<file path="config.mk">
export PLATFORM = sky130hd
export DESIGN_NAME = vdc_control_regs
export DESIGN_NICKNAME = d
export VERILOG_FILES = /design/src/design/vdc_pkg.sv /design/src/design/vdc_control_regs.sv
export SDC_FILE = /design/constraint.sdc
export NUM_CORES = 1
export LEC_CHECK = 0
export ABC_AREA = 0
export BUFFER_PORTS_ARGS = -buffer_cell sky130_fd_sc_hd__buf_2
export CAP_MARGIN = 40
export CORE_MARGIN = 5
export CORE_UTILIZATION = 50
export CTS_CLUSTER_SIZE = 20
export DETAILED_ROUTE_END_ITERATION = 12
export PLACE_DENSITY_LB_ADDON = 0.15
export SETUP_SLACK_MARGIN = 0.05
export SYNTH_ARGS = -nofsm -noshare
export SYNTH_HDL_FRONTEND = slang
export SYNTH_SLANG_ARGS = --single-unit
</file>
<file path="constraint.sdc">
create_clock -name clk -period 12.1 [get_ports clk]
set_input_delay 3.63 -clock clk [delete_from_list [all_inputs] [get_ports clk]]
set_output_delay 3.63 -clock clk [all_outputs]
set_load 0.005 [all_outputs]
</file>
<file path="src/design/vdc_pkg.sv">
// Package with register map, field positions and reset values
package vdc_pkg;
   // ****************************************
   // Register indexes (byte address is index times four)
   // ****************************************
   localparam logic [9:0] IDX_PRODUCT_IDENTITY = 10'h000;
   localparam logic [9:0] IDX_DECODER_STATUS = 10'h001;
   localparam logic [9:0] IDX_INPUT_FORMAT_SELECT = 10'h002;
   localparam logic [9:0] IDX_RESERVED_THREE = 10'h003;
   localparam logic [9:0] IDX_SYNC_DELAY_KILLER_CTRL = 10'h004;
   localparam logic [9:0] IDX_RESERVED_FIVE = 10'h005;
   localparam logic [9:0] IDX_ANALOG_POWER_CTRL = 10'h006;
   localparam logic [9:0] IDX_CROP_HIGH_BITS = 10'h007;
   localparam logic [9:0] IDX_VERTICAL_DELAY_LOW = 10'h008;
   localparam logic [9:0] IDX_VERTICAL_ACTIVE_LOW = 10'h009;
   localparam logic [9:0] IDX_HORIZONTAL_DELAY_LOW = 10'h00A;
   localparam logic [9:0] IDX_HORIZONTAL_ACTIVE_LOW = 10'h00B;
   localparam logic [9:0] IDX_FILTER_CONTROL_ONE = 10'h00C;
   localparam logic [9:0] IDX_CAPTION_CONTROL = 10'h00D;
   localparam logic [9:0] IDX_WIDESCREEN_STATUS_HIGH = 10'h00E;
   localparam logic [9:0] IDX_WIDESCREEN_STATUS_LOW = 10'h00F;
   localparam logic [9:0] IDX_BRIGHTNESS_OFFSET = 10'h010;
   localparam logic [9:0] IDX_CONTRAST_GAIN = 10'h011;
   localparam logic [9:0] IDX_SHARPNESS_CONTROL = 10'h012;
   localparam logic [9:0] IDX_STANDARD_SELECT = 10'h01C;
   localparam logic [9:0] IDX_FIXED_GAIN = 10'h022;
   localparam logic [9:0] IDX_MISSING_COUNT = 10'h03F;

   // ****************************************
   // Reset values
   // ****************************************
   localparam logic [7:0] RST_INPUT_FORMAT = 8'h40;
   localparam logic [7:0] RST_ANALOG_CTRL = 8'h40;
   localparam logic [7:0] RST_CROP_HIGH = 8'h12;
   localparam logic [7:0] RST_VDELAY_LOW = 8'h12;
   localparam logic [7:0] RST_VACTIVE_LOW = 8'h20;
   localparam logic [7:0] RST_HDELAY_LOW = 8'h10;
   localparam logic [7:0] RST_HACTIVE_LOW = 8'hD0;
   localparam logic [7:0] RST_FILTER_CTRL = 8'hCC;
   localparam logic [7:0] RST_CAPTION_CTRL = 8'h15;
   localparam logic [7:0] RST_BRIGHTNESS = 8'h00;
   localparam logic [7:0] RST_CONTRAST = 8'h5C;
   localparam logic [7:0] RST_STANDARD = 8'h0F;
   localparam logic [7:0] RST_FIXED_GAIN = 8'hF0;
   localparam logic [7:0] RST_MISSING_COUNT = 8'h04;

   // ****************************************
   // Field positions and codes
   // ****************************************
   localparam int BIT_SOFT_RESET = 7;
   localparam int BIT_SHADOW_DISABLE = 3;
   localparam logic [2:0] STD_PAL_BDGHI = 3'h1;
   localparam logic [2:0] STD_SECAM = 3'h2;
   localparam logic [2:0] STD_PAL_M = 3'h4;
   localparam logic [2:0] STD_PAL_CN = 3'h5;
   localparam logic [2:0] STD_PAL_60 = 3'h6;
   localparam logic [2:0] STD_AUTO = 3'h7;
   localparam int CONTRAST_SHIFT = 6;
   localparam logic [1:0] RESP_OKAY = 2'h0;
   localparam logic [1:0] RESP_SLVERR = 2'h2;
endpackage : vdc_pkg
</file>
<file path="src/design/vdc_control_regs.sv">
// Video decoder control and status register bank with its datapath hooks
// Functional notes
// - Identity register reads fixed product code in bits 7-3, revision 2-0.
// - Video-absent flag sets after missing-count line periods without sync.
// - Status bits 6, 5, 3 show horizontal, subcarrier, vertical lock.
// - Status bit 4 shows decoded field: 0 odd, 1 even.
// - Status bit 1 flags missing burst; bit 0 set for 50 Hz source.
// - Chroma input code from format bits 7 and 1; 11 selects none.
// - Format bit 6 selects 27 MHz crystal, else square-pixel clocks.
// - Format bits 5-4 pick composite, S-video or component decoding.
// - Format bits 3-2 pick luma input; bit 0 picks V-channel input.
// - Soft reset bit restarts logic, clears widescreen status bytes, keeps control registers, clears itself.
// - Analog bit 4 disables gain loop and applies fixed gain value.
// - Analog bits 3-0 power down clock, luma, chroma, V converters.
// - Four 10-bit crop values: low bytes plus shared high register.
// - Active window starts after delays and spans the active counts.
// - 50 Hz vertical-active copy is reached once a 50 Hz standard is set.
// - PAL and SECAM horizontal-delay copies follow the selected standard.
// - Filter bit 3 comb or notch, bit 1 no-burst comb off, bit 0.
// - Filter bit 4 places black 7.5 IRE above blank.
// - Caption bit 5 enables widescreen decode; bits 4-0 caption line.
// - Widescreen status bytes hold sliced bits, CRC error and field.
// - Brightness adds a signed two's-complement offset; zero is neutral.
// - Contrast is unsigned gain, 0x40 gives unity.
// - Standard register shadow-disable bit 3 turns shadow copies off.
`timescale 1ns/1ps
module vdc_control_regs #(
   parameter logic [4:0] PRODUCT_CODE = 5'h15, // Arbitrary value
   parameter logic [2:0] REVISION_CODE = 3'h3, // Arbitrary value
   parameter int PIX_W = 10
) (
   // Clock and reset
   input wire logic clk,
   input wire logic rst_n,
   // AXI4-Lite write address and data
   input wire logic [11:0] s_axi_awaddr,
   input wire logic s_axi_awvalid,
   output logic s_axi_awready,
   input wire logic [31:0] s_axi_wdata,
   input wire logic [3:0] s_axi_wstrb,
   input wire logic s_axi_wvalid,
   output logic s_axi_wready,
   // AXI4-Lite write response
   output logic [1:0] s_axi_bresp,
   output logic s_axi_bvalid,
   input wire logic s_axi_bready,
   // AXI4-Lite read
   input wire logic [11:0] s_axi_araddr,
   input wire logic s_axi_arvalid,
   output logic s_axi_arready,
   output logic [31:0] s_axi_rdata,
   output logic [1:0] s_axi_rresp,
   output logic s_axi_rvalid,
   input wire logic s_axi_rready,
   // Decoder status inputs
   input wire logic horiz_pll_locked,
   input wire logic subcarrier_locked,
   input wire logic vert_logic_locked,
   input wire logic fieldEven,
   input wire logic burstSeen,
   input wire logic fifty_hz_flag,
   input wire logic detectBusy,
   input wire logic [2:0] detectedStd,
   // Sync and line timing
   input wire logic hsyncLead,
   input wire logic vsyncLead,
   input wire logic lineTick,
   // Widescreen slicer
   input wire logic wssValid,
   input wire logic [13:0] wssBits,
   input wire logic wssCrcErr,
   input wire logic wssFieldEven,
   // Pixel stream
   input wire logic pixValid,
   input wire logic [PIX_W-1:0] pixIn,
   output logic pixOutValid,
   output logic [PIX_W-1:0] pixOut,
   output logic activeVideo,
   // Decoder configuration outputs
   output logic video_absent_flag,
   output logic [1:0] chroma_input_select,
   output logic chromaNone,
   output logic crystal_rate_select,
   output logic [1:0] decode_type_select,
   output logic [1:0] luma_input_select,
   output logic vchan_input_select,
   output logic softResetPulse,
   output logic gain_loop_disable,
   output logic [7:0] fixed_gain_value,
   output logic clock_powerdown,
   output logic luma_conv_powerdown,
   output logic chroma_conv_powerdown,
   output logic vchan_conv_powerdown,
   output logic combAdaptive,
   output logic no_burst_comb_off,
   output logic pal_delay_disable,
   output logic setup_pedestal_on,
   output logic widescreen_decode_on,
   output logic [4:0] caption_odd_line,
   output logic [9:0] vDelay,
   output logic [9:0] vActive,
   output logic [9:0] hDelay,
   output logic [9:0] hActive
);

   // ****************************************
   // Helper functions
   // ****************************************

   // Count lies inside a window of given start and length
   function automatic logic inWindow(input logic [10:0] cnt,
                                     input logic [9:0] start,
                                     input logic [9:0] len);
      logic [10:0] stop;
      stop = {1'b0, start} + {1'b0, len};
      return (cnt >= {1'b0, start}) && (cnt < stop);
   endfunction : inWindow

   // Standard runs at 50 Hz field rate
   function automatic logic is50Hz(input logic [2:0] std);
      return (std == vdc_pkg::STD_PAL_BDGHI) ||
         (std == vdc_pkg::STD_SECAM) || (std == vdc_pkg::STD_PAL_CN);
   endfunction : is50Hz

   // ****************************************
   // Register storage
   // ****************************************
   logic [7:0] inputFormat, syncDelayCtrl, analogCtrl, cropHigh;
   logic [7:0] vDelayLow, vActiveLow, vActive50Low, hActiveLow;
   logic [7:0] hDelayLow, hDelayPalLow, hDelaySecamLow;
   logic [7:0] filterCtrl, captionCtrl, brightness, contrast;
   logic [7:0] sharpCtrl, stdSelect, fixedGain, missingLineCount;
   logic [7:0] wssHigh, wssLow;
   logic [2:0] effStd;
   logic useShadow, sel50, selPal, selSecam;

   // Standard in force and which shadow copy is reached
   assign effStd = (stdSelect[2:0] == vdc_pkg::STD_AUTO) ? detectedStd :
      stdSelect[2:0];
   assign useShadow = !stdSelect[vdc_pkg::BIT_SHADOW_DISABLE];
   assign sel50 = useShadow && is50Hz(effStd);
   assign selSecam = useShadow && (effStd == vdc_pkg::STD_SECAM);
   assign selPal = useShadow && !selSecam && (effStd != 3'h0) &&
      (effStd != 3'h3);

   // ****************************************
   // AXI4-Lite write channel
   // ****************************************
   logic wrFire;
   logic [9:0] wrIdx;
   logic [7:0] wrByte;
   logic wrMapped;

   // Address and data are taken together, one write at a time
   assign s_axi_awready = s_axi_awvalid && s_axi_wvalid && !s_axi_bvalid;
   assign s_axi_wready = s_axi_awready;
   assign wrFire = s_axi_awready;
   assign wrIdx = s_axi_awaddr[11:2];
   assign wrByte = s_axi_wdata[7:0];

   // Writable index decode
   always_comb begin
      unique case (wrIdx)
         vdc_pkg::IDX_INPUT_FORMAT_SELECT, vdc_pkg::IDX_RESERVED_THREE,
         vdc_pkg::IDX_SYNC_DELAY_KILLER_CTRL, vdc_pkg::IDX_RESERVED_FIVE,
         vdc_pkg::IDX_ANALOG_POWER_CTRL, vdc_pkg::IDX_CROP_HIGH_BITS,
         vdc_pkg::IDX_VERTICAL_DELAY_LOW, vdc_pkg::IDX_VERTICAL_ACTIVE_LOW,
         vdc_pkg::IDX_HORIZONTAL_DELAY_LOW,
         vdc_pkg::IDX_HORIZONTAL_ACTIVE_LOW, vdc_pkg::IDX_FILTER_CONTROL_ONE,
         vdc_pkg::IDX_CAPTION_CONTROL, vdc_pkg::IDX_BRIGHTNESS_OFFSET,
         vdc_pkg::IDX_CONTRAST_GAIN, vdc_pkg::IDX_SHARPNESS_CONTROL,
         vdc_pkg::IDX_STANDARD_SELECT, vdc_pkg::IDX_FIXED_GAIN,
         vdc_pkg::IDX_MISSING_COUNT: wrMapped = 1'b1;
         default: wrMapped = 1'b0;
      endcase
   end

   // Register writes, low byte lane only
   always_ff @(posedge clk) begin
      if (!rst_n) begin
         inputFormat <= vdc_pkg::RST_INPUT_FORMAT;
         syncDelayCtrl <= 8'h00;
         analogCtrl <= vdc_pkg::RST_ANALOG_CTRL;
         cropHigh <= vdc_pkg::RST_CROP_HIGH;
         vDelayLow <= vdc_pkg::RST_VDELAY_LOW;
         vActiveLow <= vdc_pkg::RST_VACTIVE_LOW;
         vActive50Low <= vdc_pkg::RST_VACTIVE_LOW;
         hDelayLow <= vdc_pkg::RST_HDELAY_LOW;
         hDelayPalLow <= vdc_pkg::RST_HDELAY_LOW;
         hDelaySecamLow <= vdc_pkg::RST_HDELAY_LOW;
         hActiveLow <= vdc_pkg::RST_HACTIVE_LOW;
         filterCtrl <= vdc_pkg::RST_FILTER_CTRL;
         captionCtrl <= vdc_pkg::RST_CAPTION_CTRL;
         brightness <= vdc_pkg::RST_BRIGHTNESS;
         contrast <= vdc_pkg::RST_CONTRAST;
         sharpCtrl <= 8'h00;
         stdSelect <= vdc_pkg::RST_STANDARD;
         fixedGain <= vdc_pkg::RST_FIXED_GAIN;
         missingLineCount <= vdc_pkg::RST_MISSING_COUNT;
      end else if (wrFire && s_axi_wstrb[0]) begin
         unique case (wrIdx)
            vdc_pkg::IDX_INPUT_FORMAT_SELECT: inputFormat <= wrByte;
            vdc_pkg::IDX_SYNC_DELAY_KILLER_CTRL: syncDelayCtrl <= wrByte;
            // Soft reset bit is never stored
            vdc_pkg::IDX_ANALOG_POWER_CTRL: analogCtrl <= {1'b0, wrByte[6:0]};
            vdc_pkg::IDX_CROP_HIGH_BITS: cropHigh <= wrByte;
            vdc_pkg::IDX_VERTICAL_DELAY_LOW: vDelayLow <= wrByte;
            vdc_pkg::IDX_VERTICAL_ACTIVE_LOW: begin
               if (sel50) begin
                  vActive50Low <= wrByte;
               end else begin
                  vActiveLow <= wrByte;
               end
            end
            vdc_pkg::IDX_HORIZONTAL_DELAY_LOW: begin
               if (selSecam) begin
                  hDelaySecamLow <= wrByte;
               end else if (selPal) begin
                  hDelayPalLow <= wrByte;
               end else begin
                  hDelayLow <= wrByte;
               end
            end
            vdc_pkg::IDX_HORIZONTAL_ACTIVE_LOW: hActiveLow <= wrByte;
            vdc_pkg::IDX_FILTER_CONTROL_ONE: filterCtrl <= wrByte;
            vdc_pkg::IDX_CAPTION_CONTROL: captionCtrl <= wrByte;
            vdc_pkg::IDX_BRIGHTNESS_OFFSET: brightness <= wrByte;
            vdc_pkg::IDX_CONTRAST_GAIN: contrast <= wrByte;
            vdc_pkg::IDX_SHARPNESS_CONTROL: sharpCtrl <= wrByte;
            vdc_pkg::IDX_STANDARD_SELECT: stdSelect <= {4'h0, wrByte[3:0]};
            vdc_pkg::IDX_FIXED_GAIN: fixedGain <= wrByte;
            vdc_pkg::IDX_MISSING_COUNT: missingLineCount <= wrByte;
            default: ;
         endcase
      end
   end

   // Soft reset pulse, one cycle, control registers untouched
   always_ff @(posedge clk) begin
      if (!rst_n) begin
         softResetPulse <= 1'b0;
      end else begin
         softResetPulse <= wrFire && s_axi_wstrb[0] &&
            (wrIdx == vdc_pkg::IDX_ANALOG_POWER_CTRL) &&
            wrByte[vdc_pkg::BIT_SOFT_RESET];
      end
   end

   // Write response
   always_ff @(posedge clk) begin
      if (!rst_n) begin
         s_axi_bvalid <= 1'b0;
         s_axi_bresp <= vdc_pkg::RESP_OKAY;
      end else if (wrFire) begin
         s_axi_bvalid <= 1'b1;
         s_axi_bresp <= wrMapped ? vdc_pkg::RESP_OKAY : vdc_pkg::RESP_SLVERR;
      end else if (s_axi_bready) begin
         s_axi_bvalid <= 1'b0;
      end
   end

   // ****************************************
   // AXI4-Lite read channel
   // ****************************************
   logic [7:0] rdByte;
   logic rdMapped;
   logic [7:0] statusByte;

   assign s_axi_arready = !s_axi_rvalid;
   assign statusByte = {video_absent_flag, horiz_pll_locked,
      subcarrier_locked, fieldEven, vert_logic_locked, 1'b0, !burstSeen,
      fifty_hz_flag};

   // Read multiplexer
   always_comb begin
      rdMapped = 1'b1;
      unique case (s_axi_araddr[11:2])
         vdc_pkg::IDX_PRODUCT_IDENTITY:
            rdByte = {PRODUCT_CODE, REVISION_CODE};
         vdc_pkg::IDX_DECODER_STATUS: rdByte = statusByte;
         vdc_pkg::IDX_INPUT_FORMAT_SELECT: rdByte = inputFormat;
         vdc_pkg::IDX_SYNC_DELAY_KILLER_CTRL: rdByte = syncDelayCtrl;
         vdc_pkg::IDX_ANALOG_POWER_CTRL: rdByte = analogCtrl;
         vdc_pkg::IDX_CROP_HIGH_BITS: rdByte = cropHigh;
         vdc_pkg::IDX_VERTICAL_DELAY_LOW: rdByte = vDelayLow;
         vdc_pkg::IDX_VERTICAL_ACTIVE_LOW:
            rdByte = sel50 ? vActive50Low : vActiveLow;
         vdc_pkg::IDX_HORIZONTAL_DELAY_LOW:
            rdByte = selSecam ? hDelaySecamLow :
               (selPal ? hDelayPalLow : hDelayLow);
         vdc_pkg::IDX_HORIZONTAL_ACTIVE_LOW: rdByte = hActiveLow;
         vdc_pkg::IDX_FILTER_CONTROL_ONE: rdByte = filterCtrl;
         vdc_pkg::IDX_CAPTION_CONTROL: rdByte = captionCtrl;
         vdc_pkg::IDX_WIDESCREEN_STATUS_HIGH: rdByte = wssHigh;
         vdc_pkg::IDX_WIDESCREEN_STATUS_LOW: rdByte = wssLow;
         vdc_pkg::IDX_BRIGHTNESS_OFFSET: rdByte = brightness;
         vdc_pkg::IDX_CONTRAST_GAIN: rdByte = contrast;
         vdc_pkg::IDX_SHARPNESS_CONTROL: rdByte = sharpCtrl;
         vdc_pkg::IDX_STANDARD_SELECT:
            rdByte = {detectBusy, detectedStd, stdSelect[3:0]};
         vdc_pkg::IDX_FIXED_GAIN: rdByte = fixedGain;
         vdc_pkg::IDX_MISSING_COUNT: rdByte = missingLineCount;
         vdc_pkg::IDX_RESERVED_THREE, vdc_pkg::IDX_RESERVED_FIVE:
            rdByte = 8'h00;
         default: begin
            rdByte = 8'h00;
            rdMapped = 1'b0;
         end
      endcase
   end

   // Read data registered one cycle after the address is taken
   always_ff @(posedge clk) begin
      if (!rst_n) begin
         s_axi_rvalid <= 1'b0;
         s_axi_rdata <= 32'h0000_0000;
         s_axi_rresp <= vdc_pkg::RESP_OKAY;
      end else if (s_axi_arvalid && s_axi_arready) begin
         s_axi_rvalid <= 1'b1;
         s_axi_rdata <= {24'h00_0000, rdByte};
         s_axi_rresp <= rdMapped ? vdc_pkg::RESP_OKAY : vdc_pkg::RESP_SLVERR;
      end else if (s_axi_rready) begin
         s_axi_rvalid <= 1'b0;
      end
   end

   // ****************************************
   // Status capture
   // ****************************************
   logic [7:0] missRun;

   // Video-absent detection from line periods without sync
   always_ff @(posedge clk) begin
      if (!rst_n || softResetPulse) begin
         missRun <= 8'h00;
         video_absent_flag <= 1'b0;
      end else if (hsyncLead) begin
         missRun <= 8'h00;
         video_absent_flag <= 1'b0;
      end else if (lineTick) begin
         if (missRun != 8'hFF) begin
            missRun <= missRun + 8'h01;
         end
         if (missRun + 8'h01 >= missingLineCount) begin
            video_absent_flag <= 1'b1;
         end
      end
   end

   // Widescreen slicer capture, only while decoding is on
   always_ff @(posedge clk) begin
      if (!rst_n || softResetPulse) begin
         wssHigh <= 8'h00;
         wssLow <= 8'h00;
      end else if (wssValid && widescreen_decode_on) begin
         wssHigh <= {wssCrcErr, wssFieldEven, wssBits[13:8]};
         wssLow <= wssBits[7:0];
      end
   end

   // ****************************************
   // Configuration outputs
   // ****************************************
   assign chroma_input_select = {inputFormat[7], inputFormat[1]};
   assign chromaNone = &chroma_input_select;
   assign crystal_rate_select = inputFormat[6];
   assign decode_type_select = inputFormat[5:4];
   assign luma_input_select = inputFormat[3:2];
   assign vchan_input_select = inputFormat[0];
   assign gain_loop_disable = analogCtrl[4];
   assign fixed_gain_value = fixedGain;
   assign clock_powerdown = analogCtrl[3];
   assign luma_conv_powerdown = analogCtrl[2];
   assign chroma_conv_powerdown = analogCtrl[1];
   assign vchan_conv_powerdown = analogCtrl[0];
   assign combAdaptive = filterCtrl[3];
   assign no_burst_comb_off = filterCtrl[1];
   assign pal_delay_disable = filterCtrl[0];
   assign setup_pedestal_on = filterCtrl[4];
   assign widescreen_decode_on = captionCtrl[5];
   assign caption_odd_line = captionCtrl[4:0];

   // Ten-bit crop values, shadow copy chosen by standard
   assign vDelay = {cropHigh[7:6], vDelayLow};
   assign vActive = {cropHigh[5:4],
      sel50 ? vActive50Low : vActiveLow};
   assign hDelay = {cropHigh[3:2], selSecam ? hDelaySecamLow :
      (selPal ? hDelayPalLow : hDelayLow)};
   assign hActive = {cropHigh[1:0], hActiveLow};

   // ****************************************
   // Crop window and picture adjust
   // ****************************************
   logic [10:0] pixCnt, lineCnt;
   logic [PIX_W+7:0] scaled;
   logic signed [PIX_W+8:0] adjusted;

   // Pixel and line counters from sync leading edges
   always_ff @(posedge clk) begin
      if (!rst_n || softResetPulse) begin
         pixCnt <= 11'h000;
         lineCnt <= 11'h000;
      end else begin
         if (hsyncLead) begin
            pixCnt <= 11'h000;
         end else if (pixValid && pixCnt != 11'h7FF) begin
            pixCnt <= pixCnt + 11'h001;
         end
         if (vsyncLead) begin
            lineCnt <= 11'h000;
         end else if (hsyncLead && lineCnt != 11'h7FF) begin
            lineCnt <= lineCnt + 11'h001;
         end
      end
   end

   // Contrast gain then brightness offset, clamped to range
   always_comb begin
      scaled = (PIX_W + 8)'(pixIn * contrast) >> vdc_pkg::CONTRAST_SHIFT;
      adjusted = $signed({1'b0, scaled}) +
         (PIX_W + 9)'($signed({brightness, 2'b00}));
   end

   // Registered pixel output with active flag
   always_ff @(posedge clk) begin
      if (!rst_n || softResetPulse) begin
         pixOut <= '0;
         pixOutValid <= 1'b0;
         activeVideo <= 1'b0;
      end else begin
         pixOutValid <= pixValid;
         activeVideo <= pixValid && inWindow(pixCnt, hDelay, hActive) &&
            inWindow(lineCnt, vDelay, vActive);
         if (adjusted < 0) begin
            pixOut <= '0;
         end else if (adjusted > $signed({9'h000, {PIX_W{1'b1}}})) begin
            pixOut <= '1;
         end else begin
            pixOut <= adjusted[PIX_W-1:0];
         end
      end
   end

endmodule : vdc_control_regs

</file>
# After elaboration in Yosys (flattened, before gate mapping)
# Memories as Yosys holds them, arrays and structs flattened.
# Index checks and enable logic that the tools add are counted.
[word_totals]
register_bits = 221
rom_bits = 64
in_bits = 108
output_inout_bits = 127
wordCells = 169
n_memories = 1
[op_classes]
add_sub_neg = 6
multipliers = 1
n_lt_le_gt_ge = 7
n_eq_ne = 45
muxes = 14
bitwise_logic = 3
n_reduce_logical = 58
[mem_list]
columns = ["name", "words", "width", "read_ports", "rd_ports_with_merged_regs", "wr", "line", "rtl"]
rows = [
  ["(no name shown)", 64, 1, 1, 0, 0, "vdc_control_regs.sv:163", "unique case (wrIdx)"],
]
[op_table]
columns = ["cell", "count"]
rows = [
  ["$pmux 8 s20", 1],
  ["$eq 10x4->1 const B", 14],
  ["$eq 10x5->1 const B", 8],
  ["$eq 10x3->1 const B", 7],
  ["$eq 10x6->1 const B", 4],
  ["$reduce_and 2->1", 17],
  ["$eq 10x2->1 const B", 3],
  ["$mux 8", 3],
  ["$add 10x10->11", 2],
  ["$add 11x1->11 const B", 2],
  ["$ge 11x10->1", 2],
  ["$lt 11x11->1", 2],
  ["$ne 11x11->1 const B", 2],
  ["$reduce_or 22->1", 1],
  ["$logic_and 1x1->1", 18],
  ["$mul 10x8->18", 1],
  ["$add 13x10->14", 1],
  ["$gt 14x11->1 const B", 1],
  ["$lt 14x1->1 const B", 1],
  ["$eq 10x1->1 const B", 1],
  ["$logic_not 10->1", 1],
  ["$mux 10", 1],
  ["$reduce_and 3->1", 3],
  ["$add 8x1->8 const B", 1],
  ["17 further kinds", 37],
]

# Logic depth before layout (Yosys ltp)
[depth]
word_depth = 15
depth_mapped = 27
mapped_depth_nobuf = 25

# Worst setup path after synthesis
# No wires, ideal clock.
[synth_path]
path_type = "input-to-reg"
startpoint = "input port pixIn[0]"
endpoint = "register pixOut[2]"
setup_ns = 0.132
arrival_ns = 8.935
required_time_ns = 11.968
slack_ns = 3.033
cell_stages = 25
path_buffers = 1
path_cell_list = "nand2_1 fa_1 fa_1 inv_1 fa_1 inv_1 fa_1 inv_1 ha_1 nand3_1 nand2_1 a221o_1 and2_1 o21a_1 nor2_1 xnor2_1 ha_1 a21oi_1 o22ai_1 o41ai_1 nor4bb_1 a21oi_1 and4_1 buf_2 a21oi_1"
[synth_via]
elab_chain_len = 4
elab_cells_between_ends = 6
classes_between = "add/sub (1); mul (1); order compare (2); mux (1); reduce/logical (1)"
[synth_rtl]
columns = ["element", "line", "rtl"]
rows = [
  ["from (decl)", "vdc_control_regs.sv:75", "input wire logic [PIX_W-1:0] pixIn,"],
  ["$mul 10x8->18 (*)", "vdc_control_regs.sv:419", "scaled = (PIX_W + 8)'(pixIn * contrast) >> vdc_pkg::CONTRAST_SHIFT;"],
  ["$add 13x10->14 (*)", "vdc_control_regs.sv:420", "adjusted = $signed({1'b0, scaled}) +"],
  ["$gt 14x11->1 / $lt 14x1->1 (equally long branches)", "vdc_control_regs.sv:436, vdc_control_regs.sv:434", ""],
  ["$mux 10 / $reduce_or 2->1 (equally long branches)", "n/a", ""],
  ["to (signal assigned)", "vdc_control_regs.sv:439", "pixOut <= adjusted[PIX_W-1:0];"],
  ["to (decl)", "vdc_control_regs.sv:77", "output logic [PIX_W-1:0] pixOut,"],
]
# Mark *: on every way between the ends. The rest lies on a longest branch, timed or not.
# A chain may end at the register's enable or synchronous reset.

# Worst setup path in the final report
[layout_path]
startpoint = "input port detectedStd[2]"
endpoint = "output port hDelay[1]"
[layout_via]
elab_chain_len = 9
elab_cells_between_ends = 11
classes_between = "eq/ne (2); mux (3); reduce/logical (6)"
[layout_rtl]
columns = ["element", "line", "rtl"]
rows = [
  ["from (decl)", "vdc_control_regs.sv:63", "input wire logic [2:0] detectedStd,"],
  ["$mux 3 (*)", "vdc_control_regs.sv:138", "assign effStd = (stdSelect[2:0] == vdc_pkg::STD_AUTO) ? detectedStd :"],
  ["$eq 3x2->1", "vdc_control_regs.sv:142", "assign selSecam = useShadow && (effStd == vdc_pkg::STD_SECAM);"],
  ["$logic_and 1x1->1", "vdc_control_regs.sv:142", ""],
  ["$logic_not 1->1", "vdc_control_regs.sv:143", "assign selPal = useShadow && !selSecam && (effStd != 3'h0) &&"],
  ["$logic_and 1x1->1 (3 in series)", "vdc_control_regs.sv:143", ""],
  ["$mux 8", "vdc_control_regs.sv:388", "(selPal ? hDelayPalLow : hDelayLow)};"],
  ["$mux 8 (*)", "vdc_control_regs.sv:387", "assign hDelay = {cropHigh[3:2], selSecam ? hDelaySecamLow :"],
  ["to (decl)", "vdc_control_regs.sv:102", "output logic [9:0] hDelay,"],
]
# Marks and branches as above.

==> results.cfg <==
[setup_path]
path_common_cell = buf_2
path_buf_inv = 3
crit_path_cell_trace = buf_2 -> nand4b_1 -> o22ai_1 -> and3_1 -> nor2b_1 -> a221oi_1 -> inv_1 -> buf_2
crit_family = simple AND/OR/NAND/NOR gates
crit_path_end_kind = primary output
crit_fanout = 12
path_depth = 8
cp-start-kind = input pin
crit_required_ns = 8.47
path_class = in2out
cpPeakStageDelay_ns = 0.72
reg2regPathDepth = 24
cp.arrival_ns = 6.21
cp_slowest_cell = a221oi_1

[global_routing]
grt_pass1_vias = 12934
grt_pass1_wl_mm = 74.1
grtUsageTotal = 0.277
grt_max_degree = 59
grt_overflow_total = 0
antenna_found_initial = 1

[yosys]
synthFlopType = dfxtp_1
yosysTopAreaCellShare = 0.291
synth_common_cells = nand2_1 (321), dfxtp_1 (219), ha_1 (119)
synth_edf_count = 0
synth_area_per_cell_um2 = 8.32
syn_area_um2 = 15100
synth.distinct_cells = 83
synth_most_common_cell = nand2_1
synth_warnings = 0
ys_seq_area_frac = 0.291
synthCells = 1812
ys_ff_latch = 219
synthArstFlopShare = 0
synthTopCellsByArea = dfxtp_1 (29%), ha_1 (9.9%), nand2_1 (8.0%), fa_1 (6.6%), a21boi_0 (4.1%)
yosysTopAreaCell = dfxtp_1

[timing]
maxSlewViolCount = 0
tightest_slew_ns = 0.941
finalSetupViolations = 0
period_minus_slack_ns = 9.84
slew_headroom = 0.368
hold_viol = 0
rsz0062_at_grt = false
max_freq_mhz = 102
tns_ns = 0
fin_skew_ns = 0.0244
fin_crit_sh = 0.813

[placement]
gp_congestion = 0.974
port_buffers = 177
dp_hpwl_mm = 36.6
place_area_um2 = 16000
dp_cells = 2296

[die]
core_um2 = 29700
fp.dieW_um = 184
die_y_um = 184
num_rows = 63
die_area_um2 = 33700
initial_core_util = 0.508
ios = 235

[drt]
wire_per_inst_um = 20.5
drc_errors = 0
first_pass_iters = 6
via_per_inst = 5.75
vias = 13473
routed_wl_mm = 48.0
antenna_left = 0
drtIter0Drc = 1083

[min_path]
min_path_cells = 2
hp-class = reg2reg

[clocking]
cts_setup_buffers = 0
cts_max_level = 1
cts.sinks = 219
cts_resized = 0
cts_buffers = 25
ctsHoldBuffers = 0
cts.reportedPaths.clkPinSlew_ns = 0.06
cts_tree = yes
clock_latency_ns = 0.54
clockRootBuffer = clkbuf_16
cts_max_path_buffers = 3

[cells_and_area]
drive_above_1_share = 0.136
fin_nets = 2210
stdcell_area_um2 = 16900
diodes = 0
reg.largest.list = lineCnt x11, pixCnt x11, pixOut x10
finalNonFillerCells = 2342
area_growth_pct = 12.2

[power]
power_density_nw_per_um2 = 114
p_leak_nw = 7.21
vdd_drop_max_v = 0.0000982
power.total_mw = 1.92

[run_status]
status = complete, no violations

[run]
maxCapViolCount = 0
==> per-stage QoR <==
step                 util  setup WS [ns]  hold slack, ns
floorplan               -           3.03           0.431
global placement    0.538           2.37           0.443
detailed placement  0.540           2.20           0.447
CTS                 0.569           2.30           0.456
global route        0.569           2.10           0.475
finish              0.569           2.26           0.456
==> report_power, final <==
part           leakage [nW]  internal [mW]  switching [mW]
logic                  5.02          0.154           0.226
clock network         0.424          0.485           0.315
registers              1.77          0.737         0.00464
==> routing by layer <==
metal | up-vias | global-route usage | share of wire
met2 | 499 | 0.453 | 0.46
met4 | 2 | 0.119 | 0.050
met5 | - | 0 | 0.00023
met3 | 121 | 0.0350 | 0.062
li1 | 6435 | - | -
met1 | 6416 | 0.369 | 0.43
==> final cells by class <==
class,instances,area (µm²)
inverter,109,409
fill,2745,12800
multi-input combinational,1391,9780
tap,390,488
clock buffer,38,734
timing repair buffer,187,992
sequential,219,4380
clock inverter,8,136
==> tightest hold or removal path: stages, from the launching register on <==
cell	delay, ns
dfxtp_1	0.31
nand2_1	0.05
a21boi_1	0.05
==> cell usage in the layout (no fill, tap or decap), types with 15 or more instances in the layout <==
cell type / n
nand2_1: 321
dfxtp_1: 219
buf_2: 179
ha_1: 119
inv_1: 109
nor2_1: 89
a21oi_1: 85
a21boi_0: 83
and2_1: 75
mux2i_1: 59
fa_1: 50
nor2b_1: 49
nand3_1: 45
o21ai_0: 34
xnor2_1: 30
conb_1: 26
xor2_1: 25
clkbuf_16: 25
nand4_1: 20
nor3_1: 20
a22oi_1: 20
and3_1: 16
a211oi_1: 16
nand2b_1: 15
a22o_1: 15
==> path summary, 6_finish.rpt <==
path	from	end	slack (ns)
setup / recovery	detectedStd[2]	hDelay[1]	2.26
hold / removal	hDelayLow[2]$_SDFFE_PN0P_	hDelayLow[2]$_SDFFE_PN0P_	0.46
setup reg to reg	contrast[5]$_SDFFE_PN0P_	pixOut[3]$_SDFF_PP0_	5.33
hold reg to reg	hDelayLow[2]$_SDFFE_PN0P_	hDelayLow[2]$_SDFFE_PN0P_	0.46
==> kinds of logic after synthesis <==
| logic type | Yosys count | share of synthesized area |
|---|---|---|
| AO/OA/AOI/OAI | 359 | 0.167 |
| XOR/XNOR | 55 | 0.0319 |
| adder cells (fa/ha/maj) | 169 | 0.165 |
| buffers and inverters | 227 | 0.0678 |
| flip-flops | 219 | 0.291 |
| multiplexers | 68 | 0.0459 |
| other | 1 | 0.000249 |
| AND/OR/NAND/NOR | 714 | 0.231 |
Note: power is estimated with default switching activity, not from simulation.
